<file path="src/include/bfp_defines.vh">
// constants for the boot flash protection checker
// ==========================================================
// Summary of operation
// - lock bits may be programmed by software; only chip erase unprograms them
// - general write lock never blocks self-programming store writes
// - general read/write lock never restricts store or load accesses
// - lock and fuse bits: 1 unprogrammed, 0 programmed
// - application lock bits both 1: no application section restriction
// - application upper 1 lower 0, or both 0: store writes to application refused
// - application upper 0: loads from boot section reading application refused
// - application upper 0, vectors in boot: interrupts off while in application
// - boot lock bits both 1: no boot section restriction
// - boot upper 1 lower 0, or both 0: store writes to boot section refused
// - boot upper 0: loads from application reading boot section refused
// - boot upper 0, vectors in application: interrupts off while in boot
// - reset fuse 1 gives vector 0x0000, fuse 0 gives boot loader start
// - fuses cannot be changed by processor instructions
// - pointer low bits select word in page, high bits select page
// - pointer address latched when a programming operation starts
// - lock setting store ignores the pointer entirely
// - loads address bytes, pointer bit 0 picks low or high byte
// - store programming allowed only when executing from boot loader section
`ifndef BFP_DEFINES_VH
`define BFP_DEFINES_VH

// ==========================================================
// pointer and address layout
`define BFP_PTR_W        16
`define BFP_WADDR_W      15
`define BFP_WORD_BITS    6
`define BFP_PAGE_W       9
`define BFP_RESET_VECTOR 15'h0000
`define BFP_BOOT_START   15'h1c00

// ==========================================================
// lock and fuse encodings
`define BFP_PROGRAMMED   1'b0
`define BFP_LOCK_ERASED  2'b11
`define BFP_LOCK_W       6

// ==========================================================
// store operation codes
`define BFP_OP_W         2
`define BFP_OP_LOAD_BUF  2'h0
`define BFP_OP_ERASE     2'h1
`define BFP_OP_WRITE     2'h2
`define BFP_OP_LOCK      2'h3

// ==========================================================
// apb register map
`define BFP_REG_LOCK     12'h000
`define BFP_REG_FUSE     12'h004
`define BFP_REG_STATUS   12'h008
`define BFP_REG_ERASE    12'h00c
`define BFP_ERASE_KEY    32'h000000e5

`endif

</file>
<file path="src/verilog/bfp_boot_flash_protection.v">
// access checker and address logic for boot flash self-programming
//
// Chosen here: the APB slave port and the address map.
`timescale 1ns/1ps
`include "bfp_defines.vh"

module bfp_boot_flash_protection (
	input  wire                    pclk,
	input  wire                    presetn,
	// apb slave
	input  wire                    psel,
	input  wire                    penable,
	input  wire                    pwrite,
	input  wire [11:0]             paddr,
	input  wire [31:0]             pwdata,
	output wire                    pready,
	output wire                    pslverr,
	output reg  [31:0]             prdata,
	// nonvolatile straps, sampled at reset release
	input  wire [1:0]              nv_app_lock,
	input  wire [1:0]              nv_boot_lock,
	input  wire [1:0]              nv_gen_lock,
	input  wire                    nv_boot_reset_select_fuse,
	// cpu side
	input  wire [`BFP_WADDR_W-1:0] cpu_pc,
	input  wire                    cpu_ivec_in_boot,
	input  wire [7:0]              addr_pointer_high,
	input  wire [7:0]              addr_pointer_low,
	input  wire                    store_program_memory_instr,
	input  wire [`BFP_OP_W-1:0]    store_op,
	input  wire [7:0]              store_lock_data,
	input  wire                    load_instr,
	// results
	output reg                     store_grant,
	output reg                     store_refused,
	output reg  [`BFP_PAGE_W-1:0]  page_select_bits,
	output reg  [`BFP_WORD_BITS-1:0] word_in_page_bits,
	output reg                     load_grant,
	output reg                     load_refused,
	output reg  [`BFP_WADDR_W-1:0] load_word_addr,
	output reg                     load_byte_high,
	output wire                    irq_block,
	output wire [`BFP_WADDR_W-1:0] reset_vector
);

	// section test, shared by the pc and the pointer checks
	function in_boot;
		input [`BFP_WADDR_W-1:0] a;
		begin
			in_boot = (a >= `BFP_BOOT_START);
		end
	endfunction

	// ==========================================================
	// lock and fuse state
	reg  [1:0] app_lock_q;
	reg  [1:0] boot_lock_q;
	reg  [1:0] gen_lock_q;
	reg        fuse_q;
	reg        loaded_q;
	wire       app_lock_upper     = app_lock_q[1];
	wire       app_lock_lower     = app_lock_q[0];
	wire       bootsec_lock_upper = boot_lock_q[1];
	wire       bootsec_lock_lower = boot_lock_q[0];

	wire       wr_en   = psel & penable & pwrite;
	wire       erase_w = wr_en & (paddr == `BFP_REG_ERASE) & (pwdata == `BFP_ERASE_KEY);

	// ==========================================================
	// pointer split and section decode
	wire [`BFP_PTR_W-1:0]   zptr  = {addr_pointer_high, addr_pointer_low};
	wire [`BFP_WADDR_W-1:0] zword = zptr[`BFP_PTR_W-1:1];
	wire pc_boot  = in_boot(cpu_pc);
	wire ptr_boot = in_boot(zword);
	wire is_lock  = (store_op == `BFP_OP_LOCK);

	// store checks: only from boot section, section write locks apply
	// only the lower bit guards writes; the upper bit alone (mode 4) leaves stores free
	wire app_wr_block  = (app_lock_lower == `BFP_PROGRAMMED);
	wire boot_wr_block = (bootsec_lock_lower == `BFP_PROGRAMMED);
	// general lock bits take no part in these checks
	wire store_ok = pc_boot & (is_lock | (ptr_boot ? ~boot_wr_block : ~app_wr_block));

	// load checks: cross-section reads blocked by upper lock bits
	wire load_ok = ptr_boot ? (pc_boot | (bootsec_lock_upper != `BFP_PROGRAMMED))
	                        : (~pc_boot | (app_lock_upper != `BFP_PROGRAMMED));

	// ==========================================================
	// lock state: sampled after reset, programmed by lock stores, erased by chip erase
	always @(posedge pclk or negedge presetn) begin
		if (!presetn) begin
			app_lock_q  <= `BFP_LOCK_ERASED;
			boot_lock_q <= `BFP_LOCK_ERASED;
			gen_lock_q  <= `BFP_LOCK_ERASED;
			fuse_q      <= 1'b1;
			loaded_q    <= 1'b0;
		end else if (!loaded_q) begin
			app_lock_q  <= nv_app_lock;
			boot_lock_q <= nv_boot_lock;
			gen_lock_q  <= nv_gen_lock;
			fuse_q      <= nv_boot_reset_select_fuse;
			loaded_q    <= 1'b1;
		end else if (erase_w) begin
			app_lock_q  <= `BFP_LOCK_ERASED;
			boot_lock_q <= `BFP_LOCK_ERASED;
			gen_lock_q  <= `BFP_LOCK_ERASED;
		end else if (store_program_memory_instr & is_lock & store_ok) begin
			// bits can only go to programmed (0) here
			gen_lock_q  <= gen_lock_q & store_lock_data[1:0];
			app_lock_q  <= app_lock_q & store_lock_data[3:2];
			boot_lock_q <= boot_lock_q & store_lock_data[5:4];
		end
	end

	// ==========================================================
	// store and load results, address latched at start
	always @(posedge pclk or negedge presetn) begin
		if (!presetn) begin
			store_grant       <= 1'b0;
			store_refused     <= 1'b0;
			page_select_bits  <= {`BFP_PAGE_W{1'b0}};
			word_in_page_bits <= {`BFP_WORD_BITS{1'b0}};
			load_grant        <= 1'b0;
			load_refused      <= 1'b0;
			load_word_addr    <= {`BFP_WADDR_W{1'b0}};
			load_byte_high    <= 1'b0;
		end else begin
			store_grant   <= store_program_memory_instr & loaded_q & store_ok;
			store_refused <= store_program_memory_instr & ~(loaded_q & store_ok);
			if (store_program_memory_instr & loaded_q & store_ok & ~is_lock) begin
				page_select_bits  <= zword[`BFP_WADDR_W-1:`BFP_WORD_BITS];
				word_in_page_bits <= zword[`BFP_WORD_BITS-1:0];
			end
			load_grant   <= load_instr & loaded_q & load_ok;
			load_refused <= load_instr & ~(loaded_q & load_ok);
			if (load_instr) begin
				load_word_addr <= zword;
				load_byte_high <= zptr[0];
			end
		end
	end

	// interrupt gating and reset vector
	assign irq_block = loaded_q &
		((~pc_boot & cpu_ivec_in_boot & (app_lock_upper == `BFP_PROGRAMMED)) |
		 (pc_boot & ~cpu_ivec_in_boot & (bootsec_lock_upper == `BFP_PROGRAMMED)));
	assign reset_vector = (fuse_q == `BFP_PROGRAMMED) ? `BFP_BOOT_START : `BFP_RESET_VECTOR;

	// ==========================================================
	// apb slave: zero wait states, unmapped reads zero and error
	wire mapped = (paddr == `BFP_REG_LOCK) | (paddr == `BFP_REG_FUSE) |
	              (paddr == `BFP_REG_STATUS) | (paddr == `BFP_REG_ERASE);
	assign pready  = 1'b1;
	assign pslverr = psel & penable & ~mapped;

	// read mux; fuse register is read only, processor cannot alter it
	always @* begin
		case (paddr)
			`BFP_REG_LOCK:   prdata = {24'h000000, 2'b11, boot_lock_q, app_lock_q, gen_lock_q};
			`BFP_REG_FUSE:   prdata = {31'h00000000, fuse_q};
			`BFP_REG_STATUS: prdata = {28'h0000000, irq_block, load_refused,
			                           store_refused, loaded_q};
			default:         prdata = 32'h00000000;
		endcase
	end

endmodule
</file>
<file path="config.mk">
export PLATFORM = sky130hd
export DESIGN_NAME = bfp_boot_flash_protection
export DESIGN_NICKNAME = d
export VERILOG_FILES = /design/src/verilog/bfp_boot_flash_protection.v
export VERILOG_INCLUDE_DIRS = /design/src /design/src/include
export SDC_FILE = /design/constraint.sdc
export NUM_CORES = 1
export LEC_CHECK = 0
export BUFFER_PORTS_ARGS = -buffer_cell sky130_fd_sc_hd__clkbuf_2
export CORE_MARGIN = 2
export CORE_UTILIZATION = 36
export DETAILED_ROUTE_END_ITERATION = 6
export PLACE_DENSITY = 0.78
export SETUP_SLACK_MARGIN = 0.2
export SYNTH_ARGS = -nofsm -noshare
export SYNTH_HDL_FRONTEND = slang
export SYNTH_SLANG_ARGS = --single-unit
</file>
<file path="constraint.sdc">
create_clock -name pclk -period 1.6 [get_ports pclk]
set_clock_uncertainty 0.15 [all_clocks]
set_input_delay 0.24 -clock pclk [delete_from_list [all_inputs] [get_ports pclk]]
set_output_delay 0.24 -clock pclk [all_outputs]
set_load 0.05 [all_outputs]
</file>
After elaboration in Yosys (flattened, before gate mapping)
Cells that the tools add are included.

Register bits: 43. Output and inout port bits: 85.

Equality and inequality tests: 6. Muxes and demuxes: 13. Order comparisons: 2. Bitwise gates (word level): 40. Reduce and logical (&&, ||, !) cells: 1.

Operator list (number): $eq A32 B8 Y1 const B (1); $ge A15 B13 Y1 const B (2); $eq A12 B4 Y1 const B (2); $pmux W8 S3 (1); $and A1 B1 Y1 (22); $mux W2 (9); $mux W13 (1); $eq A12 B3 Y1 const B (1); $logic_not A12 Y1 (1); $not A1 Y1 (8); $or A1 B1 Y1 (7); $and A2 B2 Y2 (3); $ne A3 B1 Y1 const B (1); $eq A2 B2 Y1 const B (1); $mux W1 (2).

Logic depth before layout (Yosys ltp)
Gate-level depths: netlist of the first run.

Depth after elaboration: 8. Gate-level depth with buffers: 6. Mapped depth without buffers: 4.

Worst setup path before layout of the first run
No wires, ideal clock.

Path type: input-to-output. Start point: input paddr[7]. End point: output prdata[4]. Buffers on the path: 0. Arrival: 2425 ps. Data required time: 1210 ps. Cell stages on the path: 4. Slack: -1215 ps. Cell sequence: nor4_2 -> nand3_2 -> nor3_1 -> and2_1.

Longest elaborated chain between the ends: 2. Elaborated cells on any way between the ends: 4.

RTL lines: start: declaration (line bfp_boot_flash_protection.v:14) `input wire [11:0] paddr,`; $eq A12 B4 Y1 (tied with other cells) (line bfp_boot_flash_protection.v:158) `case (paddr)`; $pmux W8 S3 * (line bfp_boot_flash_protection.v:158); end: declaration (line bfp_boot_flash_protection.v:18) `output reg [31:0] prdata,`.

Every way passes the cells marked *; elsewhere a longest branch is shown, timed or not.

Worst setup path after layout of the first run
Start point: register app_lock_q[1]. End point: output irq_block.

Longest elaborated chain between the ends: 4.

RTL lines: start: declaration (line bfp_boot_flash_protection.v:56) `reg [1:0] app_lock_q;`; start signal: assignment (line bfp_boot_flash_protection.v:92) `` app_lock_q <= `BFP_LOCK_ERASED; ``; start signal: assignment (line bfp_boot_flash_protection.v:98) `app_lock_q <= nv_app_lock;`; start signal: assignment (line bfp_boot_flash_protection.v:104) `` app_lock_q <= `BFP_LOCK_ERASED; ``; $not A1 Y1 (no line); $and A1 B1 Y1 (line bfp_boot_flash_protection.v:145) `` ((~pc_boot & cpu_ivec_in_boot & (app_lock_upper == `BFP_PROGRAMMED)) | ``; $or A1 B1 Y1 (line bfp_boot_flash_protection.v:145); $and A1 B1 Y1 (line bfp_boot_flash_protection.v:144) `assign irq_block = loaded_q &`; end: declaration (line bfp_boot_flash_protection.v:42) `output wire irq_block,`.

Every way passes these cells.

==> impl_metrics.tcl, run 1 <==
set metrics [dict create \
    maxCapViolations 0 \
    crit_family "flip-flops" \
    cp-start-kind "flop" \
    cp-startpoint "app_lock_q[1]" \
    clk_pin_slew_ps 80 \
    critPathMaxStageDelay_ps 540 \
    htreeDepth 2 \
    wirelength_um 6690 \
    rr_startpoint "app_lock_q[0]" \
    hold_viol 0 \
    p_leak_uw 0.00184 \
    timing.hold.ws_ps 23.7 \
    cts_sinks 43 \
    sw_frac_of_total 0.426 \
    die_h_um 84.1 \
    portBuffers 135 \
    grt_pass1_wl_um 10300 \
    finalCriticalPeriod_ps 1920 \
    seq_area_frac_synth 0.469 \
    syn_area_mm2 0.00231 \
    wl_per_cell_um 15.4 \
    reg2reg_slack_ps -40 \
    nNetsFinal 457 \
    routabilityCongestion 0.739 \
    worst_slack_ps -315 \
    arrival_ps 1530 \
    period_share 1.20 \
    p_per_area_mw_per_mm2 987 \
    clock_latency_ps 290 \
    grt-ovfl-total 0 \
    status "complete, but fails checks" \
    timing.rr.end "page_select_bits[0]" \
    grtUsageTotal 0.185 \
    crit_chain "nor2b_2 -> mux2i_2 -> buf_4 -> buf_6 -> nor2b_4 -> buf_12" \
    crit_type "reg2out" \
    initial_utilization 0.368 \
    p_seq_frac 0.370 \
    placed_cells_incl_taps 414 \
    die_area_mm2 0.00708 \
    dr_total_vias 1992 \
    critPathSlowestCell "dfstp_2" \
    pwr-share-comb 0.450 \
    cp.required_ps 1210 \
    pin_count 185 \
    design.core.area_mm2 0.00628 \
    num_rows 29 \
    drc 0 \
    clkPwrFrac 0.180 \
    synthFlopType "dfrtp_1" \
    first_iter_violations 26 \
    drive_gt1_frac 0.693 \
    die_w_um 84.1 \
    n_antenna_cell 0 \
    final_cell_mix "115 x clkbuf_2, 38 x conb_1, 35 x dfrtp_1" \
    report.final.slew_viol_count 0 \
    placed_area_mm2 0.00319 \
    yosys_register_bits 43 \
    cts_tree "done" \
    worst-path-buf-inv 3 \
    synth_edf_count 0 \
    fill_cells 503 \
    antenna_found_initial 0 \
    grt_pass1_vias 2055 \
    final_cells 435 \
    intPower_uw 2140 \
    syn_inst 195 \
    crit_path_end "irq_block" \
    cp_max_fo 2 \
    async_flop_share 1.00 \
    area_growth_syn_to_layout_pct 63.4 \
    yosysUniqueCellTypes 35 \
    hpwl_um 4980 \
    failed_checks "negative setup slack" \
    yosys_warnings 0 \
    layout_commonest_cell "clkbuf_2" \
    ctsLongestPathBuffers 2 \
    design_area_mm2 0.00378 \
    clock_tree.root_cell "clkbuf_8" \
    finalSetupTns_ps -2140 \
    ir_worst_vdd_mv 0.864 \
    cp.depth 6 \
    rsz0062_at_grt "true" \
    viasPerCell 4.58 \
    ant_nets 0 \
    cp-end-kind "output port" \
    grt_max_degree 30 \
    worstRegToRegCells 6 \
    max_freq_mhz 522 \
    setup_viol 25 \
    min_path_type "in2reg" \
    drt-pass1-iter-count 2 \
    cts_made_buffers 5 \
    avgSynthCellArea_um2 11.9 \
    place_ws_ps -357 \
    p_sw_uw 1590 \
]
-- worst reg2reg max path, cell delays in order, from the launching register on --
cell,delay [ps]
dfstp_2,540
buf_6,100
mux2i_4,70
nor2_4,120
buf_6,120
buf_16,130
mux2_4,300
-- layout make-up --
cell class | count | area (um2) | area share
clock inverter | 2 | 12.5 | 0.00331
inverter | 2 | 15.0 | 0.00397
multi-input combinational | 139 | 1270 | 0.336
timing repair buffer | 166 | 1220 | 0.324
clock buffer | 6 | 72.6 | 0.0192
tap | 77 | 96.3 | 0.0255
sequential | 43 | 1090 | 0.288
-- metal layers --
metal,track usage,part of all wire,vias up
met3,0.0472,0.080,6
li1,-,-,939
met1,0.197,0.35,941
met5,0,0,-
met2,0.363,0.56,106
met4,0.0396,0.0088,0
-- power groups by stage --
stage | Sequential (uW) | Combinational [uW] | Clock, uW
global placement | 1390 | 1450 | 0
finish | 1380 | 1680 | 669
CTS | 1380 | 1620 | 703
floorplan | 1950 | 567 | 0
global route | 1400 | 1750 | 739
detailed placement | 1390 | 1470 | 0
-- state kept, by name, indices dropped and copies added (netlist names) --
signal and cells:
load_word_addr 15, page_select_bits 9, word_in_page_bits 6, app_lock_q 2
boot_lock_q 2, gen_lock_q 2, fuse_q 1, load_byte_high 1
load_grant 1, load_refused 1, loaded_q 1, store_grant 1
store_refused 1
-- cells by family (layout without fill, tap and decap cells) --
group,after synthesis,count (layout),synth area share
AOI/OAI and AO/OA,18,18,0.0687
buffers and inverters,49,176,0.150
DFF,43,43,0.469
muxes,37,37,0.178
other,2,38,0.00325
and+or+nand+nor,46,46,0.131
-- through the flow --
stage          utilization  power (uW)
2_1_floorplan            -        2510
6_report             0.602        3730
4_1_cts              0.579        3700
3_5_place_dp         0.508        2860
5_1_grt              0.602        3900
3_3_place_gp         0.508        2840
-- what timing repair did --
action / in CTS / in global routing
cloned: 1 / 0
buffers inserted: 9 / 2
hold endpoints to repair: 7 / 0
hold buffers: 1 / 0
pin swaps: 18 / 8
resized for setup: 49 / 31
setup endpoints to repair: 34 / 36
-- synthesized netlist by cell type (4+ instances only) --
cell,instances,area share
nor2_1,8,0.013
nor3_1,5,0.011
and2_1,4,0.011
nor2b_1,4,0.011
mux2i_1,4,0.017
a31oi_2,6,0.032
nand2_1,4,0.0065
dfrtp_1,36,0.39
buf_4,41,0.13
dfstp_2,7,0.080
nor4_1,4,0.011
nand4_1,4,0.011
clkbuf_1,4,0.0065
mux2_2,33,0.16
o21ai_0,6,0.013
-- worst min-delay path by stage --
| stage | from | endpoint | cells past startpoint |
|---|---|---|---|
| global placement | presetn | word_in_page_bits[4] | 1 |
| detailed placement | presetn | load_word_addr[4] | 1 |
| floorplan | presetn | load_byte_high | 0 |
| global route | addr_pointer_low[0] | load_byte_high | 2 |
| finish | addr_pointer_low[0] | load_byte_high | 2 |
| CTS | addr_pointer_low[0] | load_byte_high | 2 |
Power figures use the tool's default switching activity.
==> run 2, diff against run 1 <==
--- a/config.mk
+++ b/config.mk
@@ -11,7 +11,7 @@
 export CORE_UTILIZATION = 36
 export DETAILED_ROUTE_END_ITERATION = 6
 export PLACE_DENSITY = 0.78
-export SETUP_SLACK_MARGIN = 0.2
+export SETUP_SLACK_MARGIN = 0.15
 export SYNTH_ARGS = -nofsm -noshare
 export SYNTH_HDL_FRONTEND = slang
 export SYNTH_SLANG_ARGS = --single-unit
==> impl_metrics.tcl, run 2 (synthesis results as in run 1) <==
set metrics [dict create \
    cts_tree "done" \
    timing.hold.ws_ps 32.3 \
    cts_sinks 43 \
    pin_count 185 \
    nNetsFinal 454 \
    clk_pin_slew_ps 80 \
    timing.rr.end "page_select_bits[6]" \
    routabilityCongestion 0.883 \
    portBuffers 135 \
    crit_type "reg2out" \
    report.final.slew_viol_count 0 \
    grt-ovfl-total 0 \
    cp-startpoint "boot_lock_q[1]" \
    status "complete, but fails checks" \
    critPathSlowestCell "dfstp_2" \
    cp_max_fo 2 \
    p_seq_frac 0.362 \
    period_share 1.18 \
    clock_latency_ps 280 \
    finalCriticalPeriod_ps 1890 \
    p_total_uw 3840 \
    ant_nets 0 \
    final_cells 432 \
    crit_path_end "prdata[3]" \
    first_iter_violations 31 \
    worst_slack_ps -290 \
    layout_commonest_cell "clkbuf_2" \
    viasPerCell 4.62 \
    initial_utilization 0.368 \
    ctsLongestPathBuffers 2 \
    grt_max_degree 30 \
    placed_cells_incl_taps 417 \
    cp-end-kind "output port" \
    num_rows 29 \
    critPathMaxStageDelay_ps 560 \
    clkPwrFrac 0.213 \
    grt_pass1_vias 2069 \
    hpwl_um 4970 \
    htreeDepth 2 \
    sw_frac_of_total 0.409 \
    worstRegToRegCells 5 \
    cp-start-kind "flop" \
    design.core.area_mm2 0.00628 \
    regMostFlops "load_word_addr" \
    wirelength_um 6580 \
    min_path_type "in2reg" \
    multiInputGateArea_mm2 0.00124 \
    n_antenna_cell 0 \
    drive_gt1_frac 0.668 \
    intPower_uw 2270 \
    antenna_found_initial 0 \
    cts_made_buffers 5 \
    grtUsageTotal 0.177 \
    largest_registers "load_word_addr (15), page_select_bits (9), word_in_page_bits (6)" \
    drt-pass1-iter-count 4 \
    area_growth_syn_to_layout_pct 60.0 \
    grt_pass1_wl_um 9990 \
    hold_viol 0 \
    drc 0 \
    reg2reg_slack_ps -60 \
    die_h_um 84.1 \
    pwr-share-comb 0.425 \
    final_cell_mix "119 x clkbuf_2, 38 x conb_1, 35 x dfrtp_1" \
    arrival_ps 1500 \
    rr_startpoint "app_lock_q[0]" \
    cp.required_ps 1210 \
    crit_chain "nor2_2 -> mux2i_2 -> a2bb2oi_2 -> nor3_2 -> clkbuf_8" \
    utilization 0.589 \
    die_area_mm2 0.00708 \
    setup_viol 31 \
    failed_checks "negative setup slack" \
    p_leak_uw 0.00180 \
    rsz0062_at_grt "true" \
    ir_worst_vdd_mv 0.984 \
    wl_per_cell_um 15.2 \
    regArea_mm2 0.00109 \
    dr_total_vias 1997 \
    maxCapViolations 0 \
    p_sw_uw 1570 \
    clock_tree.root_cell "clkbuf_8" \
    p_per_area_mw_per_mm2 1040 \
    fill_cells 507 \
    die_w_um 84.1 \
    largest_reg_flops 15 \
    max_freq_mhz 529 \
]
## run 2: cell types whose count changed in the layout (fill, tap and decap cells not counted), sizes merged
cell | previous run | this run
clkinvlp | 1 | 0
clkbuf | 127 | 133
buf | 44 | 36
bufinv | 0 | 1
clkinv | 1 | 0
## run 2: power by group through the flow
stage / Clock [uW] / Sequential [uW] / Combinational [uW]
final: 817 / 1390 / 1630
after global routing: 885 / 1410 / 1700
after CTS: 850 / 1380 / 1520
after detailed placement: 0 / 1400 / 1470
after global placement: 0 / 1390 / 1440
after floorplan: 0 / 1950 / 566
## run 2: metrics by stage
stage / worst slack [ps] / instance area (um2) / setup TNS, ps
5_1_grt: -341 / 3700 / -4010
4_1_cts: -324 / 3510 / -2370
2_1_floorplan: -387 / 2530 / -2750
6_report: -290 / 3700 / -2620
3_3_place_gp: -383 / 3200 / -8700
3_5_place_dp: -382 / 3200 / -9310
## run 2: metal layers
| metal | up-vias | routed length (um) | global-route usage | part of all wire |
|---|---|---|---|---|
| met1 | 939 | 2300 | 0.191 | 0.35 |
| met4 | 0 | 155 | 0.0660 | 0.024 |
| met2 | 109 | 3590 | 0.330 | 0.54 |
| met3 | 10 | 541 | 0.0482 | 0.082 |
| li1 | 939 | - | - | - |
| met5 | - | 0 | 0 | 0 |
## run 2: critical path, delay by kind of cell (launching register included)
family,cells,cell delay (ps)
flip-flops,1,560
AND/OR/NAND/NOR,2,100
AO/OA/AOI/OAI,1,170
buffers and inverters,1,170
multiplexers,1,220
## run 2: worst min path at each step
stage                   startpoint                   end  slack (ps)  cells after the start
2_1_floorplan              presetn        load_byte_high        -210                      0
3_3_place_gp               presetn  word_in_page_bits[1]          30                      1
3_5_place_dp               presetn  word_in_page_bits[1]          30                      1
4_1_cts            nv_boot_lock[1]        boot_lock_q[1]          20                      3
5_1_grt        addr_pointer_low[0]        load_byte_high          20                      2
6_report       addr_pointer_low[0]        load_byte_high          30                      2
## run 2: timing repair
item,in CTS,in global routing
cloned,0,1
hold buffers,1,0
pin swaps,11,4
endpoints found under the hold margin,7,0
setup endpoints to repair,34,34
setup buffers,3,2
resized for setup,32,34
## run 2: area by class of cell
type                    instances  share of cell area
clock buffers                   7              0.0206
repair buffers                163               0.315
clock inverters                 1             0.00812
well taps                      77              0.0260
multi-input cells             139               0.334
inverters                       2             0.00271
flip-flops and latches         43               0.294
==> run 3, diff against run 2 <==
--- a/config.mk
+++ b/config.mk
@@ -10,6 +10,7 @@
 export CORE_MARGIN = 2
 export CORE_UTILIZATION = 36
 export DETAILED_ROUTE_END_ITERATION = 6
+export HOLD_SLACK_MARGIN = 0.12
 export PLACE_DENSITY = 0.78
 export SETUP_SLACK_MARGIN = 0.15
 export SYNTH_ARGS = -nofsm -noshare
==> impl_metrics.tcl, run 3 (synthesis results as in run 1) <==
set metrics [dict create \
    status "complete, but fails checks" \
    failed_checks "negative setup slack" \
    die_h_um 84.1 \
    crit_type "reg2out" \
    ctsLongestPathBuffers 2 \
    grtUsageTotal 0.188 \
    dr_total_vias 2061 \
    drc 0 \
    clock_tree.root_cell "clkbuf_8" \
    first_iter_violations 50 \
    final_cells 449 \
    timing.hold.ws_ps 131 \
    worst_slack_ps -272 \
    place_ws_ps -382 \
    initial_utilization 0.368 \
    critPathSlowestCell "dfstp_2" \
    critPathMaxStageDelay_ps 550 \
    fill_cells 501 \
    cts_sinks 43 \
    nNetsFinal 471 \
    grt_pass1_wl_um 10600 \
    largest_registers "load_word_addr (15), page_select_bits (9), word_in_page_bits (6)" \
    cp_max_fo 2 \
    maxCapViolations 0 \
    finalCriticalPeriod_ps 1870 \
    htreeDepth 2 \
    cp-start-kind "flop" \
    hold_viol 0 \
    num_rows 29 \
    final_cell_mix "118 x clkbuf_2, 38 x conb_1, 35 x dfrtp_1" \
    cp.required_ps 1210 \
    multiInputGateArea_mm2 0.00118 \
    p_leak_uw 0.00182 \
    grt_max_degree 30 \
    grt-ovfl-total 0 \
    area_growth_syn_to_layout_pct 64.1 \
    cp-end-kind "output port" \
    layout_commonest_cell "clkbuf_2" \
    max_freq_mhz 534 \
    design.core.area_mm2 0.00628 \
    report.final.slew_viol_count 0 \
    wirelength_um 6720 \
    clock_latency_ps 280 \
    cts_made_buffers 5 \
    rsz0062_at_grt "true" \
    p_total_uw 3790 \
    drt-pass1-iter-count 4 \
    die_w_um 84.1 \
    crit_chain "nor2_2 -> mux2i_2 -> a2bb2oi_2 -> nor3_2 -> clkbuf_8" \
    min_path_type "in2reg" \
    ir_worst_vdd_mv 1.04 \
    hpwl_um 4970 \
    largest_reg_flops 15 \
    wl_per_cell_um 15.0 \
    worst-path-buf-inv 1 \
    period_share 1.17 \
    drive_gt1_frac 0.632 \
    n_antenna_cell 0 \
    p_per_area_mw_per_mm2 999 \
    regArea_mm2 0.00109 \
    portBuffers 135 \
    placed_cells_incl_taps 417 \
    grt_pass1_vias 2216 \
    regMostFlops "load_word_addr" \
    ant_nets 0 \
    die_area_mm2 0.00708 \
    pin_count 185 \
    routabilityCongestion 0.883 \
    arrival_ps 1480 \
    cts_tree "done" \
    antenna_found_initial 0 \
    clk_pin_slew_ps 80 \
    crit_family "flip-flops" \
    viasPerCell 4.59 \
    setup_viol 16 \
]
run 3: cell types whose count changed in the layout (fill, tap and decap cells not counted), moves of 2 or more:
cell | previous run | this run
clkbuf_16 | 5 | 3
dlygate4sd3_1 | 1 | 20
mux2_2 | 18 | 31
mux2_4 | 15 | 2
run 3: per-layer routing:
layer	global-route usage	vias to the layer above	wire length, um
met5	0	-	0
met4	0.0528	0	103
met3	0.0462	8	513
met2	0.369	114	3790
met1	0.196	971	2320
li1	-	968	-
run 3: worst min-delay path: stages:
cell and delay [ps]:
clkbuf_2 90, buf_4 100, and2_1 100
run 3: area by class of cell:
type / instances / share of cell area
tap: 77 / 0.0254
clock buffer: 7 / 0.0201
multi-input combinational: 139 / 0.312
inverter: 2 / 0.00264
sequential: 43 / 0.286
clock inverter: 1 / 0.00792
timing repair buffer: 180 / 0.346
run 3: worst paths after layout:
kind | start | to | slack, ps | depth (start not counted)
worst max-delay path | boot_lock_q[1] | prdata[3] | -270 | 5
worst min-delay path | store_program_memory_instr | store_grant | 130 | 3
worst max register to register | app_lock_q[0] | word_in_page_bits[3] | 30 | 4
worst min register to register | load_word_addr[11] | load_word_addr[11] | 360 | 1
max in group asynchronous | presetn | load_word_addr[13] | 520 | 3
min in group asynchronous | presetn | load_word_addr[1] | 290 | 2
run 3: metrics by stage:
| stage | instance area, um2 | setup TNS [ps] | utilization |
|---|---|---|---|
| after detailed placement | 3200 | -9310 | 0.509 |
| after floorplan | 2530 | -2750 | - |
| after global routing | 3790 | -2910 | 0.604 |
| final | 3790 | -2080 | 0.604 |
| after global placement | 3200 | -8700 | 0.509 |
| after CTS | 3700 | -2370 | 0.590 |
run 3: power by group:
part	switching, uW	total, uW	internal, uW
sequential	104	1380	1280
combinational	1100	1590	487
clock	353	820	467
run 3: what timing repair did:
action	4_1_cts	5_1_grt
resized for setup	32	19
setup endpoints to repair	34	34
buffers inserted	3	1
hold endpoints to repair	73	0
pin swaps	11	3
hold buffers	20	0
